## src/hw/seb_params.svh

```systemverilog
`ifndef SEB_PARAMS_SVH
`define SEB_PARAMS_SVH
// ==================================================
// Timing figures and derived counts at 100 MHz
// ==================================================
`define SEB_CLK_PERIOD_NS      10
`define SEB_GLITCH_REJECT_NS   100
`define SEB_GLITCH_CYCLES      ((`SEB_GLITCH_REJECT_NS + `SEB_CLK_PERIOD_NS - 1) / `SEB_CLK_PERIOD_NS + 1)
`define SEB_POWERUP_READY_MS   1
`define SEB_POWERUP_CYCLES     (`SEB_POWERUP_READY_MS * 1000000 / `SEB_CLK_PERIOD_NS)
`define SEB_PROGRAM_TIME_MS    5
`define SEB_PROGRAM_CYCLES     (`SEB_PROGRAM_TIME_MS * 1000000 / `SEB_CLK_PERIOD_NS)
// ==================================================
// Address layout
// ==================================================
`define SEB_DEVICE_TYPE        4'hA
`define SEB_BYTE_BITS          4'h8
`define SEB_ACK_SLOT           4'h9
`define SEB_ADDR_BYTES         2'h2
`endif

```

## src/hw/seb_pkg.sv

```systemverilog
package seb_pkg;
    // Bus engine states, one-hot
    typedef enum logic [5:0] {
        SEB_ST_RESET = 6'h01,
        SEB_ST_IDLE  = 6'h02,
        SEB_ST_ADDR  = 6'h04,
        SEB_ST_RECV  = 6'h08,
        SEB_ST_SEND  = 6'h10,
        SEB_ST_PROG  = 6'h20
    } seb_state_t;
endpackage : seb_pkg

```

## src/hw/seb_filter.sv

```systemverilog
`timescale 1ns/1ps
`include "seb_params.svh"
// ==================================================
// Two-flop synchroniser plus persistence filter
// ==================================================
module seb_filter #(
    parameter int unsigned CYCLES = `SEB_GLITCH_CYCLES
) (
    input  wire logic clk_in,
    input  wire logic sys_rst_in,
    input  wire logic pin_in,
    output logic      level_out
);
    typedef struct packed {
        logic       s1;     // First sync flop, read only by s2
        logic       s2;     // Second sync flop
        logic [7:0] cnt;    // Cycles the new level has held
        logic       lvl;    // Filtered level
    } seb_flt_t;
    seb_flt_t st_r;
    seb_flt_t st_nxt;
    // Level must persist beyond the reject width; idle lines start high
    always_comb begin
        st_nxt    = st_r;
        st_nxt.s1 = pin_in;
        st_nxt.s2 = st_r.s1;
        if (st_r.s2 == st_r.lvl) begin
            st_nxt.cnt = 8'h00;
        end else if (st_r.cnt >= 8'(CYCLES - 1)) begin
            st_nxt.lvl = st_r.s2;
            st_nxt.cnt = 8'h00;
        end else begin
            st_nxt.cnt = st_r.cnt + 8'h01;
        end
    end
    // Register state
    always_ff @(posedge clk_in) begin
        if (sys_rst_in) begin
            st_r <= '{s1: 1'b1, s2: 1'b1, cnt: 8'h00, lvl: 1'b1};
        end else begin
            st_r <= st_nxt;
        end
    end
    assign level_out = st_r.lvl;
endmodule : seb_filter

```

## src/hw/seb_slave.sv

```systemverilog
`timescale 1ns/1ps
`include "seb_params.svh"
// ==================================================
// Two-wire serial memory slave: bus engine
// ==================================================
// Memory array sits outside; bytes flow through a two-entry buffer with a
// valid/ready pair on write and a next pulse on read. Writes land only at program time.
module seb_slave #(
    parameter int unsigned POWERUP_CYCLES = `SEB_POWERUP_CYCLES,
    parameter int unsigned PROGRAM_CYCLES = `SEB_PROGRAM_CYCLES,
    parameter bit          HAS_WR_INHIBIT = 1'b1
) (
    input  wire logic       clk_in,
    input  wire logic       sys_rst_in,
    input  wire logic       por_in,          // Power-on reset indication, high = reset
    input  wire logic       scl_in,          // Serial clock pin
    input  wire logic       sda_in,          // Serial data pin level
    output logic            sda_out,         // Always low when enabled
    output logic            sda_oe_out,      // High while pulling low
    input  wire logic       chip_select_strap_0,
    input  wire logic       chip_select_strap_1,
    input  wire logic       chip_select_strap_2,
    input  wire logic       wr_inhibit_in,   // Write-inhibit pin
    output logic [7:0]      wr_data_out,     // Received byte (address or data)
    output logic            wr_is_data_out,  // Byte is data, not address
    output logic            wr_valid_out,
    input  wire logic       wr_ready_in,
    output logic            commit_out,      // Pulse: programming cycle begins
    output logic            start_seen_out,  // Pulse: new session header
    input  wire logic [7:0] rd_data_in,      // Byte at current address
    output logic            rd_next_out,     // Pulse: advance read address
    output logic            ready_out        // Device in standby (idle state) only
);
    // ==================================================
    // Input conditioning
    // ==================================================
    logic scl_f;
    logic sda_f;
    logic [2:0] strap_s1_r;                   // First sync stage
    logic [2:0] strap_s2_r;
    logic [1:0] wp_sync_r;
    logic [1:0] por_sync_r;
    seb_filter #(.CYCLES(`SEB_GLITCH_CYCLES)) u_scl_flt (
        .clk_in    (clk_in),
        .sys_rst_in(sys_rst_in),
        .pin_in    (scl_in),
        .level_out (scl_f)
    );
    seb_filter #(.CYCLES(`SEB_GLITCH_CYCLES)) u_sda_flt (
        .clk_in    (clk_in),
        .sys_rst_in(sys_rst_in),
        .pin_in    (sda_in),
        .level_out (sda_f)
    );
    // Straps, inhibit and power-reset flag are pins: two flops each
    always_ff @(posedge clk_in) begin
        if (sys_rst_in) begin
            strap_s1_r <= 3'h0;
            strap_s2_r <= 3'h0;
            wp_sync_r  <= 2'h0;
            por_sync_r <= 2'h3;
        end else begin
            strap_s1_r <= {chip_select_strap_2, chip_select_strap_1, chip_select_strap_0};
            strap_s2_r <= strap_s1_r;
            wp_sync_r  <= {wp_sync_r[0], wr_inhibit_in};
            por_sync_r <= {por_sync_r[0], por_in};
        end
    end
    // ==================================================
    // Engine state
    // ==================================================
    typedef struct packed {
        seb_pkg::seb_state_t st;
        logic        scl_d;      // Previous filtered clock
        logic        sda_d;      // Previous filtered data
        logic [3:0]  bit_cnt;    // Clock rises within byte, 0..9
        logic [7:0]  shift;      // Shift register in or out
        logic [1:0]  addr_cnt;   // Memory address bytes received
        logic        ack_slot;   // Cleared on each start, never set or read
        logic        inhibit;    // Write refused this session
        logic        wrote;      // Data byte accepted this session
        logic        sda_oe;
        logic [31:0] timer;      // Power-up or programming count
        logic [7:0]  buf0;       // Two-entry write buffer
        logic [7:0]  buf1;
        logic        tag0;
        logic        tag1;
        logic [1:0]  fill;
        logic        commit;
        logic        start_p;
        logic        rd_next;
        logic        rd_nack;    // Master refused last read byte
        logic        valid;      // Buffer holds a word, registered for the port
        logic        idle;       // Standby, registered for the port
    } seb_eng_t;
    seb_eng_t r_r;
    seb_eng_t r_nxt;
    // Chip-select compare; floating straps arrive as zero
    function automatic logic addr_match(input logic [7:0] hdr, input logic [2:0] straps);
        return (hdr[7:4] == `SEB_DEVICE_TYPE) && (hdr[3:1] == straps);
    endfunction : addr_match
    logic rise;
    logic fall;
    logic start_c;
    logic stop_c;
    logic pop;
    logic wp_now;
    always_comb begin
        rise    = scl_f && !r_r.scl_d;
        fall    = !scl_f && r_r.scl_d;
        start_c = scl_f && r_r.scl_d && r_r.sda_d && !sda_f;
        stop_c  = scl_f && r_r.scl_d && !r_r.sda_d && sda_f;
        pop     = (r_r.fill != 2'h0) && wr_ready_in;
        wp_now  = HAS_WR_INHIBIT && wp_sync_r[1];
    end
    // Next-state process
    always_comb begin
        r_nxt         = r_r;
        r_nxt.scl_d   = scl_f;
        r_nxt.sda_d   = sda_f;
        r_nxt.commit  = 1'b0;
        r_nxt.start_p = 1'b0;
        r_nxt.rd_next = 1'b0;
        // Buffer drain shifts entry one down
        if (pop) begin
            r_nxt.buf0 = r_r.buf1;
            r_nxt.tag0 = r_r.tag1;
            r_nxt.fill = r_r.fill - 2'h1;
        end
        case (r_r.st)
            seb_pkg::SEB_ST_RESET: begin
                r_nxt.sda_oe = 1'b0;
                if (r_r.timer >= POWERUP_CYCLES - 1) begin
                    r_nxt.st = seb_pkg::SEB_ST_IDLE;
                end else begin
                    r_nxt.timer = r_r.timer + 32'h1;
                end
            end
            seb_pkg::SEB_ST_PROG: begin
                r_nxt.sda_oe = 1'b0;
                if (r_r.timer >= PROGRAM_CYCLES - 1) begin
                    r_nxt.st = seb_pkg::SEB_ST_IDLE;
                end else begin
                    r_nxt.timer = r_r.timer + 32'h1;
                end
            end
            default: begin
                if (start_c) begin
                    // Any start, repeated or not, opens a header
                    r_nxt.st       = seb_pkg::SEB_ST_ADDR;
                    r_nxt.bit_cnt  = 4'h0;
                    r_nxt.ack_slot = 1'b0;
                    r_nxt.sda_oe   = 1'b0;
                    r_nxt.start_p  = 1'b1;
                    if (r_r.st == seb_pkg::SEB_ST_IDLE) begin
                        r_nxt.addr_cnt = 2'h0;
                        r_nxt.inhibit  = 1'b0;
                        r_nxt.wrote    = 1'b0;
                    end
                end else if (stop_c) begin
                    r_nxt.sda_oe = 1'b0;
                    // Consumed here so a stray stop in standby cannot program twice
                    r_nxt.wrote  = 1'b0;
                    if (r_r.wrote && !r_r.inhibit) begin
                        r_nxt.st     = seb_pkg::SEB_ST_PROG;
                        r_nxt.timer  = 32'h0;
                        r_nxt.commit = 1'b1;
                    end else begin
                        r_nxt.st = seb_pkg::SEB_ST_IDLE;
                    end
                end else if (r_r.st != seb_pkg::SEB_ST_IDLE) begin
                    if (rise) begin
                        r_nxt.bit_cnt = r_r.bit_cnt + 4'h1;
                        if (r_r.bit_cnt < `SEB_BYTE_BITS) begin
                            r_nxt.shift = {r_r.shift[6:0], sda_f};
                        end
                        if (r_r.st == seb_pkg::SEB_ST_SEND && r_r.bit_cnt == `SEB_BYTE_BITS) begin
                            r_nxt.rd_nack = sda_f;
                        end
                    end else if (fall && r_r.bit_cnt == `SEB_BYTE_BITS) begin
                        // Acknowledge slot opens on this fall
                        r_nxt.sda_oe = 1'b0;
                        if (r_r.st == seb_pkg::SEB_ST_ADDR) begin
                            if (addr_match(r_r.shift, strap_s2_r)) begin
                                r_nxt.sda_oe = 1'b1;
                            end else begin
                                r_nxt.st = seb_pkg::SEB_ST_IDLE;
                            end
                        end else if (r_r.st == seb_pkg::SEB_ST_RECV) begin
                            if (r_r.addr_cnt < `SEB_ADDR_BYTES) begin
                                r_nxt.sda_oe   = r_r.fill != 2'h2;
                                r_nxt.addr_cnt = r_r.addr_cnt + 2'h1;
                            end else begin
                                r_nxt.sda_oe = !r_r.inhibit && r_r.fill != 2'h2;
                                r_nxt.wrote  = r_r.wrote | (!r_r.inhibit && r_r.fill != 2'h2);
                            end
                            if (r_nxt.sda_oe) begin
                                // Enqueue accepted byte
                                if (r_nxt.fill == 2'h0) begin
                                    r_nxt.buf0 = r_r.shift;
                                    r_nxt.tag0 = r_r.addr_cnt == `SEB_ADDR_BYTES;
                                end else begin
                                    r_nxt.buf1 = r_r.shift;
                                    r_nxt.tag1 = r_r.addr_cnt == `SEB_ADDR_BYTES;
                                end
                                r_nxt.fill = r_nxt.fill + 2'h1;
                            end
                        end
                    end else if (fall && r_r.bit_cnt == `SEB_ACK_SLOT) begin
                        // Byte boundary: pick direction and load data
                        r_nxt.bit_cnt = 4'h0;
                        r_nxt.sda_oe  = 1'b0;
                        if (r_r.st == seb_pkg::SEB_ST_ADDR) begin
                            r_nxt.st = r_r.shift[0] ? seb_pkg::SEB_ST_SEND : seb_pkg::SEB_ST_RECV;
                        end
                        if (r_r.st == seb_pkg::SEB_ST_RECV && r_r.addr_cnt == `SEB_ADDR_BYTES) begin
                            r_nxt.inhibit = r_r.inhibit | wp_now;
                        end
                        if (r_nxt.st == seb_pkg::SEB_ST_SEND) begin
                            if (r_r.st == seb_pkg::SEB_ST_SEND && r_r.rd_nack) begin
                                r_nxt.st = seb_pkg::SEB_ST_IDLE;
                            end else begin
                                r_nxt.shift   = rd_data_in;
                                r_nxt.rd_next = 1'b1;
                                r_nxt.sda_oe  = !rd_data_in[7];
                            end
                        end
                    end else if (fall && r_r.st == seb_pkg::SEB_ST_SEND && r_r.bit_cnt < `SEB_BYTE_BITS) begin
                        r_nxt.sda_oe = !r_r.shift[7];
                    end
                end
            end
        endcase
        // Reasserted power reset wins over state, timer and data-line drive
        if (por_sync_r[1]) begin
            r_nxt.st     = seb_pkg::SEB_ST_RESET;
            r_nxt.timer  = 32'h0;
            r_nxt.sda_oe = 1'b0;
        end
        // Flags leave straight from flops; same timing as decoding r_r
        r_nxt.valid = r_nxt.fill != 2'h0;
        r_nxt.idle  = r_nxt.st == seb_pkg::SEB_ST_IDLE;
    end
    // Register state
    always_ff @(posedge clk_in) begin
        if (sys_rst_in) begin
            r_r       <= '0;
            r_r.st    <= seb_pkg::SEB_ST_RESET;
            r_r.scl_d <= 1'b1;
            r_r.sda_d <= 1'b1;
        end else begin
            r_r <= r_nxt;
        end
    end
    // Outputs straight from flops; data line only ever pulled low
    assign sda_out        = 1'b0;
    assign sda_oe_out     = r_r.sda_oe;
    assign wr_data_out    = r_r.buf0;
    assign wr_is_data_out = r_r.tag0;
    assign wr_valid_out   = r_r.valid;
    assign commit_out     = r_r.commit;
    assign start_seen_out = r_r.start_p;
    assign rd_next_out    = r_r.rd_next;
    assign ready_out      = r_r.idle;
endmodule : seb_slave

```

## config.mk

```make
export PLATFORM = sky130hd
export DESIGN_NAME = seb_slave
export DESIGN_NICKNAME = d
export VERILOG_FILES = /design/src/hw/seb_pkg.sv /design/src/hw/seb_filter.sv /design/src/hw/seb_slave.sv
export VERILOG_INCLUDE_DIRS = /design/src /design/src/hw
export SDC_FILE = /design/constraint.sdc
export NUM_CORES = 1
export LEC_CHECK = 0
export ABC_AREA = 1
export BUFFER_PORTS_ARGS = -buffer_cell sky130_fd_sc_hd__buf_2
export CORE_ASPECT_RATIO = 1.75
export CORE_MARGIN = 2
export CORE_UTILIZATION = 55
export CTS_BUF_LIST = sky130_fd_sc_hd__clkbuf_4
export DETAILED_ROUTE_END_ITERATION = 10
export PLACE_DENSITY = 0.73
export SLEW_MARGIN = 25
export SYNTH_ARGS = -nofsm -noshare
export SYNTH_HDL_FRONTEND = slang
export SYNTH_SLANG_ARGS = --single-unit
export TNS_END_PERCENT = 100
```

## constraint.sdc

```tcl
create_clock -name clk_in -period 4.8 [get_ports clk_in]
set_clock_uncertainty 0.1 [all_clocks]
set_input_delay 0.24 -clock clk_in [delete_from_list [all_inputs] [get_ports clk_in]]
set_output_delay 0.24 -clock clk_in [all_outputs]
set_load 0.02 [all_outputs]
```

; Word level (Yosys, flattened, before mapping)
; Index checks and enable logic that the tools add are counted.
[word_totals]
register_bits = 115
output_inout_bits = 16
wordCells = 256
[op_classes]
add_sub_neg = 7
order_cmp = 6
n_eq_ne = 33
n_mux = 102
bitwise = 13
n_reduce_logical = 62
[ops]
columns = operator, n
row1 = $mux 20, 7
row2 = $mux 6, 22
row3 = $mux 32, 4
row4 = $pmux 33 s2, 1
row5 = $mux 53, 1
row6 = $mux 8, 6
row7 = $mux 1, 36
row8 = $mux 12, 3
row9 = $add 32x1->32 const B, 1
row10 = $ge 32x17->1 const B, 1
row11 = $ge 32x19->1 const B, 1
row12 = $mux 14, 2
row13 = $mux 2, 13
row14 = $mux 24, 1
row15 = $reduce_bool 2->1, 10
row16 = $logic_and 1x1->1, 18
row17 = $reduce_and 9->1, 2
row18 = $reduce_bool 3->1, 6
row19 = $add 8x1->8 const B, 2
row20 = $ge 8x4->1 const B, 2
row21 = $ne 2x2->1 const B, 8
row22 = $reduce_and 8->1, 2
row23 = $eq 4x4->1 const B, 3
row24 = $eq 6x2->1 const B, 2
row25 = 37 further kinds, 69

; Depth between registers and ports, before layout
; Gate-level depths: netlist of run 1.
[depth]
word_depth = 21
depth_mapped = 14
mapped_depth_nobuf = 14

; By module
; From an unflattened synthesis of run 1, not the netlist that was laid out.
[unflattened]
cells_unflattened = 825
hier_area_um2 = 5856.9
[modules_own_cells]
columns = module, instances, cells_each, area_each_um2, seq_area_each_um2
row1 = seb_slave, 1, 731, 5036.1, 1861.8
row2 = seb_filter, 2, 47, 410.4, 220.2

; Least setup slack after synthesis of run 1
; Ideal clock, no wire load.
[synth_timing]
kind = flip-flop to flip-flop
startpoint = register r_r[6] in the netlist's numbering
endpoint = register r_r, in the netlist wr_data_out[6]
setup_ns = 0.066
t_arrival_ns = 1.984
required_time_ns = 4.634
path_slack_ns = 2.650
stages_incl_launch_ff = 13
n_path_buf = 2
synth_period_minus_slack_ns = 2.150
path_cell_list = dfxtp_1 > inv_1 > ha_1 > inv_1 > nand2_1 > clkbuf_1 > o21ai_0 > inv_1 > ha_1 > nor3b_4 > buf_6 > o21ai_2 > a21oi_2
[synth_via]
elab_chain_cells = 20
elab_cells_between_ends = 27
classes_between = add/sub: 1 / eq/ne: 1 / mux: 21 / reduce/logical: 4
[synth_rtl]
columns = element, line
row1 = "start, declared", seb_slave.sv:96  ; seb_eng_t r_r;
row2 = "start signal, assigned", seb_slave.sv:252  ; r_r <= r_nxt;
row3 = $ne 2x2->1, "seb_slave.sv:191, seb_slave.sv:194"
row4 = $logic_and 1x1->1, seb_slave.sv:194  ; r_nxt.sda_oe = !r_r.inhibit && r_r.fill != 2'h2;
row5 = $mux 1, seb_slave.sv:190  ; if (r_r.addr_cnt < `SEB_ADDR_BYTES) begin
row6 = $mux 1, seb_slave.sv:189  ; end else if (r_r.st == seb_pkg::SEB_ST_RECV) begin
row7 = $mux 1, seb_slave.sv:183  ; if (r_r.st == seb_pkg::SEB_ST_ADDR) begin
row8 = $mux 1, seb_slave.sv:180  ; end else if (fall && r_r.bit_cnt == `SEB_BYTE_BITS) begin
row9 = $mux 1, seb_slave.sv:172  ; if (rise) begin
row10 = $mux 1, seb_slave.sv:171  ; end else if (r_r.st != seb_pkg::SEB_ST_IDLE) begin
row11 = [4 not listed], -
row12 = $mux 20, seb_slave.sv:189
row13 = $mux 20, seb_slave.sv:183
row14 = $mux 20, seb_slave.sv:180
row15 = $mux 20, seb_slave.sv:172
row16 = $mux 20, seb_slave.sv:171
row17 = $mux 20, seb_slave.sv:160  ; end else if (stop_c) begin
row18 = $mux 53, seb_slave.sv:148  ; if (start_c) begin
row19 = $mux 24 *, seb_slave.sv:130  ; case (r_r.st)
; Every way passes the cells marked *; elsewhere a longest branch is shown, timed or not. The select of a mux whose other input is x is not followed.
; A chain may end at the register's enable or synchronous reset.

; Worst setup path in the final report of run 1
[layout_timing]
startpoint = register r_r[6] in the netlist's numbering
endpoint = register r_r, in the netlist wr_data_out[3]
; Same word-level chain as after synthesis.

==> flow_summary.json, run 1 <==
{
  "wl_um": 12600,
  "clk_latency_ns": 0.50,
  "syn_area_per_cell_um2": 7.32,
  "leakage_uw": 0.00284,
  "grt_pass1_wl_um": 20700,
  "crit_type": "reg2reg",
  "dp.cells": 919,
  "ys.warnings.count": 0,
  "synth_edf_count": 0,
  "ys_ff_latch": 115,
  "slowest_delay_ns": 0.62,
  "dr.pass1.iters": 5,
  "dieHeight_um": 139,
  "pwr_density_cell_nw_per_um2": 288,
  "track_usage_pct": 23.2,
  "cts_buffers": 17,
  "ir_drop_mv": 0.227,
  "fp.dieW_um": 81.3,
  "layout-drive-gt1-share_pct": 16.1,
  "finalSetupTns_ns": 0,
  "drcViolationCount": 0,
  "post_synth_num_cell_types": 46,
  "placement.io_buffers": 32,
  "critPathArrivalTime_ns": 3.03,
  "viasPerCell": 5.27,
  "grt_max_degree": 38,
  "synth-async-reset-ratio_pct": 0,
  "hold_class": "in2reg",
  "place.gp.congestion": 0.957,
  "routed-via-count": 5090,
  "cp_cell_sequence": "inv_1 > ha_1 > inv_1 > nand2_1 > xor2_1 > ha_1 > nor3b_4 > o21ai_0 > a21oi_1",
  "timing.final.max_slew_violations": 0,
  "cp.required_ns": 5.14,
  "fillers": 934,
  "rows": 49,
  "synth_top_area_cell": "dfxtp_1",
  "max_slew.worst_pin.slew_ns": 0.943,
  "wl_per_cell_um": 13.0,
  "fmax_mhz": 372,
  "synth_top_area_share_pct": 40.0,
  "crit_fanout": 18,
  "drt_iter0_markers": 227,
  "clockBufferDepth": 2,
  "clk_pin_slew_ns": 0.12,
  "cts_sinks": 115,
  "cts-root-buf": "clkbuf_4",
  "maxSlewHeadroom_pct": 36.8,
  "gr-total-overflow": 0,
  "core_um2": 10200,
  "synthTopCellsByArea": "dfxtp_1, nand2_1, nor2_1, inv_1, a21oi_1",
  "cts_tree": "built",
  "grt_setup_unrepaired": "false",
  "postCtsSetupRepairBufs": 0,
  "final-setup-viol-count": 0,
  "slowest_stage": "nor3b_4",
  "ys_seq_area_share_pct": 40.0,
  "cts_max_level": 4,
  "hold_violations": 0,
  "setup.worst_path.start_class": "flip-flop",
  "first_global_vias": 4812,
  "finalCritPeriodShare_pct": 56.0,
  "area_growth_pct": 10.3,
  "die_area_um2": 11300,
  "cap_violations": 0,
  "synthCells": 786,
  "io_pins": 34,
  "mappedNetlistArea_um2": 5760,
  "start_util_pct": 56.2,
  "end_kind": "flip-flop",
  "fin_cells": 965,
  "layout.nets": 854,
  "place_hpwl_um": 9400,
  "antenna_found_initial": 1,
  "status": "finished, final reports clean",
  "postRouteAntennaNets": 0,
  "synth_flop_cell": "dfxtp_1",
  "fin_crit_ns": 2.69,
  "power.total_uw": 1830
}
stage by stage:
| step | hold slack (ns) | util, % | area (um2) | setup slack [ns] |
|---|---|---|---|---|
| 2_1_floorplan | 0.244 | - | 5790 | 2.65 |
| 3_3_place_gp | 0.289 | 57.5 | 5880 | 2.32 |
| 3_5_place_dp | 0.297 | 57.5 | 5880 | 2.13 |
| 4_1_cts | 0.0137 | 62.0 | 6350 | 2.10 |
| 5_1_grt | 0.0369 | 62.0 | 6350 | 1.87 |
| 6_report | 0.0569 | 62.0 | 6350 | 2.11 |
sequential cells by signal (all words and copies together), names as in the netlist, 2 cells and up:
register and flops:
r_r 68, u_scl_flt.st_r 9, u_sda_flt.st_r 9, wr_data_out 8, strap_s1_r 3, strap_s2_r 3, por_sync_r 2, wp_sync_r 2
worst max-delay path: cells and delay by family (launching register included):
kind / cells / cell delay (ns)
buffers and inverters: 2 / 0.12
AO/OA/AOI/OAI: 2 / 0.33
adder cells (fa/ha/maj): 2 / 0.46
AND/OR/NAND/NOR: 2 / 0.90
flip-flops: 1 / 0.37
XOR/XNOR: 1 / 0.33
layout by cell type (no fill, tap or decap), drive strengths merged, types with 2 or more instances in the layout:
| cell type | count |
|---|---|
| nand4 | 10 |
| bufinv | 4 |
| xnor2 | 4 |
| nor2 | 126 |
| nor4 | 3 |
| dfxtp | 115 |
| nand3 | 56 |
| mux2 | 9 |
| a21oi | 49 |
| nand2 | 157 |
| or2 | 9 |
| clkinvlp | 3 |
| clkinv | 7 |
| o21ai | 46 |
| a31oi | 2 |
| nor3 | 22 |
| o31ai | 3 |
| clkbuf | 17 |
| xor2 | 16 |
| dlygate4sd3 | 13 |
| inv | 98 |
| nand3b | 7 |
| ha | 12 |
| o2111ai | 2 |
| buf | 33 |
| conb | 9 |
Yosys cell counts (8+ instances only):
library cell and count:
nor3_1 21, o21ai_1 8, mux2_2 9, nand2_1 147
dfxtp_1 115, xor2_1 16, ha_1 12, a21oi_1 44
buf_4 12, nand3_1 43, clkbuf_1 9, nor2_1 118
nand3_2 12, inv_2 10, buf_2 9, o21ai_0 37
inv_1 85
cell families after synthesis:
family,after synthesis,share of synthesized area (%)
AND/OR/NAND/NOR,392,32.2
buffers and inverters,132,10.3
flip-flops,115,40.0
AO/OA/AOI/OAI,105,10.0
XOR/XNOR,20,3.04
adder cells (fa/ha/maj),12,2.61
multiplexers,9,1.76
other,1,0.0652
power by group:
group	total [uW]	switching, uW	internal [uW]
registers	970	5.36	964
clock network	803	385	419
logic	56.3	33.2	23.1
total	1830	424	1410
worst paths after layout:
path / start / end / slack (ns) / depth (start not counted)
max: r_r[6]$_SDFF_PP0_ / wr_data_out[3]$_SDFF_PP0_ / 2.11 / 9
min reg2reg: strap_s1_r[2]$_SDFF_PP0_ / strap_s2_r[2]$_SDFF_PP0_ / 0.31 / 2
max reg2reg: r_r[6]$_SDFF_PP0_ / wr_data_out[3]$_SDFF_PP0_ / 2.11 / 9
min: rd_data_in[7] / sda_oe_out$_SDFFE_PP0P_ / 0.06 / 5
layer usage:
layer	vias to the layer above	part of all wire [%]	global-route usage (%)	routed length [um]
met5	-	0	0	0
met4	0	5.2	13.5	660
met3	49	2.9	5.12	365
met2	130	54	42.5	6730
met1	2327	38	22.8	4820
li1	2584	-	-	-
layout make-up:
cell class                 instances  area (um2)  share of cell area (%)
antenna                            1        2.50                  0.0394
clock buffer                      17         128                    2.01
tap                              127         159                    2.50
sequential                       115        2300                    36.3
inverter                          97         367                    5.77
timing repair buffer              46         298                    4.69
multi-input combinational        547        2890                    45.5
clock inverter                    15         205                    3.23
timing repair:
item                                    in CTS  in global routing
gates resized for setup                      0                  0
hold buffers                                13                  0
endpoints found under the hold margin       13                  0
endpoints found under the setup margin       0                  0
(Power assumes the default switching activity.)
==> run 2, diff against run 1 <==
--- a/config.mk
+++ b/config.mk
@@ -6,14 +6,14 @@
 export SDC_FILE = /design/constraint.sdc
 export NUM_CORES = 1
 export LEC_CHECK = 0
-export ABC_AREA = 1
+export ABC_AREA = 0
 export BUFFER_PORTS_ARGS = -buffer_cell sky130_fd_sc_hd__buf_2
 export CORE_ASPECT_RATIO = 1.75
 export CORE_MARGIN = 2
 export CORE_UTILIZATION = 55
 export CTS_BUF_LIST = sky130_fd_sc_hd__clkbuf_4
 export DETAILED_ROUTE_END_ITERATION = 10
-export PLACE_DENSITY = 0.73
+export PLACE_DENSITY = 0.76
 export SLEW_MARGIN = 25
 export SYNTH_ARGS = -nofsm -noshare
 export SYNTH_HDL_FRONTEND = slang
==> constraint.sdc (replaced) <==
create_clock -name clk_in -period 2.4 [get_ports clk_in]
set_clock_uncertainty 0.1 [all_clocks]
set_input_delay 0.12 -clock clk_in [delete_from_list [all_inputs] [get_ports clk_in]]
set_output_delay 0.12 -clock clk_in [all_outputs]
set_load 0.02 [all_outputs]
==> flow_summary.json, run 2 <==
{
  "grt_pass1_wl_um": 19300,
  "ys_ff_latch": 115,
  "synthCells": 564,
  "final_cell_mix": "dfxtp_1, nor2_1, nand2_1, buf_4, buf_2",
  "critPathArrivalTime_ns": 2.66,
  "max_slew.worst_pin.slew_ns": 0.548,
  "cp.required_ns": 2.76,
  "core_um2": 9040,
  "fp.dieW_um": 76.6,
  "synth_flop_cell": "dfxtp_1",
  "dieHeight_um": 131,
  "cts_tree": "built",
  "postRouteAntennaNets": 0,
  "dp_slack_ns": -0.00475,
  "timing.final.max_slew_violations": 0,
  "area_growth_pct": 21.4,
  "gr-total-overflow": 0,
  "fmax_mhz": 434,
  "viasPerCell": 5.48,
  "end_kind": "flip-flop",
  "fin_crit_ns": 2.30,
  "largest_register_ffs": 68,
  "crit_fanout": 14,
  "clk_latency_ns": 0.52,
  "cap_violations": 0,
  "place_hpwl_um": 8250,
  "holdWs_ns": 0.122,
  "fin_cells": 788,
  "wl_um": 11600,
  "rows": 46,
  "layout.nets": 684,
  "dp.cells": 729,
  "ys_seq_area_share_pct": 45.4,
  "crit_family": "simple AND/OR/NAND/NOR gates",
  "clockBufferDepth": 2,
  "routed-via-count": 4322,
  "synth_top_area_cell": "dfxtp_1",
  "ir_drop_mv": 0.591,
  "yosysMostFrequentCell": "dfxtp_1",
  "pwr_density_cell_nw_per_um2": 593,
  "fillers": 700,
  "synth-async-reset-ratio_pct": 0,
  "cts_max_level": 4,
  "place.gp.congestion": 0.943,
  "wl_per_cell_um": 14.8,
  "cts_buffers": 17,
  "synth_edf_count": 0,
  "dr.pass1.iters": 4,
  "r2r_slack_ns": 0.1,
  "cp_num_buf_inv": 0,
  "synth_top_area_share_pct": 45.4,
  "slowest_stage": "or4_4",
  "cts_sinks": 115,
  "setup.worst_path.start_class": "flip-flop",
  "hold_class": "in2reg",
  "maxSlewHeadroom_pct": 63.1,
  "finalCritPeriodShare_pct": 95.9,
  "antenna_found_initial": 1,
  "yosys-top-cells-count": "dfxtp_1, nor2_1, nand2_1",
  "cts-root-buf": "clkbuf_4",
  "top_regs": "r_r: 68 flops, u_scl_flt.st_r: 9 flops, u_sda_flt.st_r: 9 flops",
  "clk_pin_slew_ns": 0.11,
  "slowest_delay_ns": 0.53,
  "start_util_pct": 56.2,
  "worst_slack_ns": 0.0982,
  "drt_iter0_markers": 215,
  "status": "finished, final reports clean",
  "layout-drive-gt1-share_pct": 21.3,
  "drcViolationCount": 0,
  "crit_type": "reg2reg",
  "hold_violations": 0,
  "final_common_cell": "dfxtp_1",
  "ys.warnings.count": 0,
  "leakage_uw": 0.00252,
  "die_area_um2": 10000,
  "grt_max_degree": 42,
  "synthTopCellsByArea": "dfxtp_1, mux2i_1, nor2_1, nand2_1, a21oi_1",
  "largest_register": "r_r",
  "io_pins": 34,
  "first_global_vias": 4310,
  "cp_cell_sequence": "or4_4 > or2_4 > a22oi_4 > nand4b_4 > or3_1 > a21oi_2",
  "syn_area_per_cell_um2": 9.00,
  "placement.io_buffers": 32,
  "final-setup-viol-count": 0,
  "track_usage_pct": 24.4,
  "mappedNetlistArea_um2": 5080,
  "post_synth_num_cell_types": 60
}
-- run 2: cell count changes in the layout (fill, tap and decap cells not counted), sizes merged, moves of 27 or more --
| cell | change |
|---|---|
| nand2 | -114 |
| o21ai | -27 |
| mux2i | +30 |
| nor2 | -61 |
| inv | -80 |
| nand3 | -36 |
| buf | +41 |
-- run 2: cells by family after synthesis --
logic type	Yosys count	synth area share [%]
DFF	115	45.4
muxes	30	5.92
xor gates and xnor gates	16	2.76
buffers and inverters	48	4.83
adders and majority gates	12	2.96
AOI/OAI and AO/OA	85	11.0
and+or+nand+nor	257	27.1
other	1	0.0739
-- run 2: area by class of cell --
cell class / instances / area (um2) / area share, %
inverter: 15 / 56.3 / 0.914
timing repair buffer: 95 / 698 / 11.3
antenna: 1 / 2.50 / 0.0406
multi-input combinational: 410 / 2640 / 42.9
tap: 120 / 150 / 2.44
clock buffer: 17 / 128 / 2.07
sequential: 115 / 2300 / 37.4
clock inverter: 15 / 181 / 2.94
-- run 2: through the flow --
step / setup TNS [ns] / cell area [um2] / utilization, % / total power [uW]
after floorplan: 0 / 5110 / - / 2110
after global placement: 0 / 5530 / 61.1 / 2160
after detailed placement: -0.0121 / 5530 / 61.1 / 2160
after CTS: -0.218 / 6040 / 66.9 / 3690
after global routing: -0.0695 / 6160 / 68.2 / 3800
final: 0 / 6160 / 68.2 / 3650
-- run 2: per-layer routing --
| layer | part of all wire [%] | GRT usage [%] |
|---|---|---|
| met1 | 37 | 22.7 |
| met2 | 55 | 46.2 |
| met3 | 3.2 | 6.23 |
| met4 | 4.9 | 17.2 |
| met5 | 0 | 0 |
-- run 2: power by group --
part / total, uW / internal, uW / switching, uW
logic: 199 / 94.8 / 104
registers: 1950 / 1940 / 12.4
clock network: 1500 / 731 / 773
total: 3650 / 2760 / 889
-- run 2: what timing repair did --
item	in CTS	in global routing
setup endpoints to repair	10	44
hold buffers	21	0
pin swaps	0	9
endpoints found under the hold margin	27	0
gates resized for setup	0	17
buffers inserted	0	4
cloned	0	1
-- run 2: worst register-to-register path, delay by kind of cell (launching register included) --
kind,cells,cell delay (ns)
AND/OR/NAND/NOR,4,1.39
AO/OA/AOI/OAI,2,0.43
flip-flops,1,0.32
-- run 2: worst paths after layout --
kind / startpoint / end / depth (start not counted)
setup / recovery: r_r[79]$_SDFF_PP0_ / r_r[36]$_SDFFE_PP0P_ / 6
hold / removal: wr_ready_in / r_r[6]$_SDFF_PP0_ / 5
setup reg to reg: r_r[79]$_SDFF_PP0_ / r_r[36]$_SDFFE_PP0P_ / 6
hold reg to reg: por_sync_r[0]$_SDFF_PP1_ / por_sync_r[1]$_SDFF_PP1_ / 1
==> run 3, diff against run 2 <==
--- a/config.mk
+++ b/config.mk
@@ -6,14 +6,14 @@
 export SDC_FILE = /design/constraint.sdc
 export NUM_CORES = 1
 export LEC_CHECK = 0
-export ABC_AREA = 0
+export ABC_AREA = 1
 export BUFFER_PORTS_ARGS = -buffer_cell sky130_fd_sc_hd__buf_2
 export CORE_ASPECT_RATIO = 1.75
 export CORE_MARGIN = 2
 export CORE_UTILIZATION = 55
 export CTS_BUF_LIST = sky130_fd_sc_hd__clkbuf_4
 export DETAILED_ROUTE_END_ITERATION = 10
-export PLACE_DENSITY = 0.76
+export PLACE_DENSITY = 0.73
 export SLEW_MARGIN = 25
 export SYNTH_ARGS = -nofsm -noshare
 export SYNTH_HDL_FRONTEND = slang
==> constraint.sdc (replaced) <==
create_clock -name clk_in -period 2.6 [get_ports clk_in]
set_clock_uncertainty 0.1 [all_clocks]
set_input_delay 0.13 -clock clk_in [delete_from_list [all_inputs] [get_ports clk_in]]
set_output_delay 0.13 -clock clk_in [all_outputs]
set_load 0.02 [all_outputs]
==> flow_summary.json, run 3 (synthesized netlist as in run 1, its figures left out) <==
{
  "layout-drive-gt1-share_pct": 16.2,
  "largest_register": "r_r",
  "clock_power_share_pct": 43.5,
  "pwr-share-comb_pct": 3.4,
  "wl_um": 13000,
  "dieHeight_um": 139,
  "track_usage_pct": 24.4,
  "ir_drop_mv": 0.402,
  "top_layer_used": "met4",
  "critPathArrivalTime_ns": 2.44,
  "crit_type": "reg2reg",
  "place_hpwl_um": 9670,
  "cts_tree": "built",
  "swShare_pct": 22.0,
  "top_regs": "r_r: 68 flops, u_scl_flt.st_r: 9 flops, u_sda_flt.st_r: 9 flops",
  "viasPerCell": 5.27,
  "start_util_pct": 56.2,
  "cts-root-buf": "clkbuf_4",
  "slowest_stage": "dfxtp_1",
  "final_cell_mix": "nand2_1, nor2_1, dfxtp_1, inv_1, a21oi_1",
  "finalCritPeriodShare_pct": 80.4,
  "antenna_found_initial": 1,
  "drt_iter0_markers": 253,
  "cap_violations": 0,
  "fp.dieW_um": 81.3,
  "grt_setup_unrepaired": "false",
  "postCtsSetupRepairBufs": 0,
  "power_frac_seq_pct": 53.1,
  "place.gp.congestion": 0.920,
  "p_int_uw": 2630,
  "pwr_density_cell_nw_per_um2": 521,
  "grt_max_degree": 26,
  "postRouteAntennaNets": 0,
  "timing.final.max_slew_violations": 0,
  "clockBufferDepth": 2,
  "drcViolationCount": 0,
  "final-setup-viol-count": 0,
  "clk_pin_slew_ns": 0.10,
  "die_area_um2": 11300,
  "routed-via-count": 5152,
  "cp_common_cell": "nand2_1",
  "hold_class": "in2reg",
  "status": "finished, final reports clean",
  "cts_buffers": 17,
  "dr_wl_met3_um": 443,
  "final_common_cell": "nand2_1",
  "cts_max_level": 4,
  "first_global_vias": 4882,
  "area_growth_pct": 12.3,
  "dr.pass1.iters": 4,
  "final_area_um2": 6460,
  "rows": 49,
  "cp.required_ns": 2.95,
  "io_pins": 34,
  "setup.worst_path.start_class": "flip-flop",
  "p_sw_uw": 741,
  "cp_cell_sequence": "ha_1 > nand2_1 > nor2_2 > nand2_1 > nand2_1 > nand2_1 > nand2_1 > nand2_1 > nand3_2 > nand2_2 > nand2_4 > inv_1 > nor3_1",
  "wl_met1_um": 4770,
  "clk_latency_ns": 0.52,
  "placed_area_um2": 5940,
  "wl_met2_um": 7130,
  "fillers": 903,
  "hold_violations": 0,
  "leakage_uw": 0.00291,
  "cts_sinks": 115,
  "fmax_mhz": 478,
  "wl_per_cell_um": 13.3,
  "layout.nets": 867,
  "cp_num_buf_inv": 1,
  "core_um2": 10200,
  "finalSetupTns_ns": 0,
  "grt_pass1_wl_um": 21600,
  "crit_fanout": 25,
  "fin_crit_ns": 2.09,
  "crit_family": "simple AND/OR/NAND/NOR gates",
  "gr-total-overflow": 0,
  "placement.io_buffers": 32,
  "end_kind": "flip-flop",
  "largest_register_ffs": 68,
  "slowest_delay_ns": 0.42
}
run 3: per-layer routing:
layer	vias up	global-route usage, %
li1	2601	-
met1	2403	24.2
met2	105	44.0
met3	43	5.90
met4	0	14.1
met5	-	0
run 3: power groups by stage:
stage	Combinational [uW]	Clock, uW	Sequential (uW)
2_1_floorplan	61.1	0	1830
3_3_place_gp	87.9	0	1830
3_5_place_dp	90.1	0	1830
4_1_cts	114	1490	1790
5_1_grt	128	1570	1790
6_report	115	1460	1790
run 3: cell type report:
class / instances / area [um2] / share of cell area [%]
diodes: 1 / 2.50 / 0.0387
clock buffers: 21 / 158 / 2.44
clock inverters: 11 / 160 / 2.48
inverters: 97 / 367 / 5.67
multi-input cells: 547 / 2890 / 44.7
flip-flops and latches: 115 / 2300 / 35.6
well taps: 127 / 159 / 2.46
repair buffers: 59 / 425 / 6.58
run 3: worst paths after layout:
path                            slack, ns                    start                       to  cells after the start
worst min register to register       0.32  wp_sync_r[0]$_SDFF_PP0_  wp_sync_r[1]$_SDFF_PP0_                      2
worst max-delay path                 0.51     r_r[26]$_SDFFE_PP0P_     r_r[53]$_SDFFE_PP0P_                     13
worst min-delay path                 0.06              wr_ready_in        r_r[7]$_SDFF_PP0_                      5
worst max register to register       0.51     r_r[26]$_SDFFE_PP0P_     r_r[53]$_SDFFE_PP0P_                     13
run 3: worst reg2reg max path: stages, from the launching register on:
cell and delay, ns:
dfxtp_1 0.42, ha_1 0.19, nand2_1 0.08, nor2_2 0.17
nand2_1 0.07, nand2_1 0.06, nand2_1 0.05, nand2_1 0.06
nand2_1 0.07, nand3_2 0.10, nand2_2 0.08, nand2_4 0.23
inv_1 0.17, nor3_1 0.16
run 3: metrics by stage:
step	setup WS [ns]	total power, uW	instances	hold WS [ns]	utilization, %
after detailed placement	0.502	1920	925	0.221	58.0
after global placement	0.591	1920	925	0.215	58.0
final	0.509	3370	978	0.0618	63.1
after CTS	0.478	3400	977	0.0292	63.1
after floorplan	0.450	1890	794	0.134	-
after global routing	0.225	3490	978	0.101	63.1
run 3: repair_timing:
action / 4_1_cts / 5_1_grt
gates resized for setup: 0 / 0
hold buffers: 20 / 0
endpoints found under the setup margin: 0 / 0
hold endpoints to repair: 23 / 0
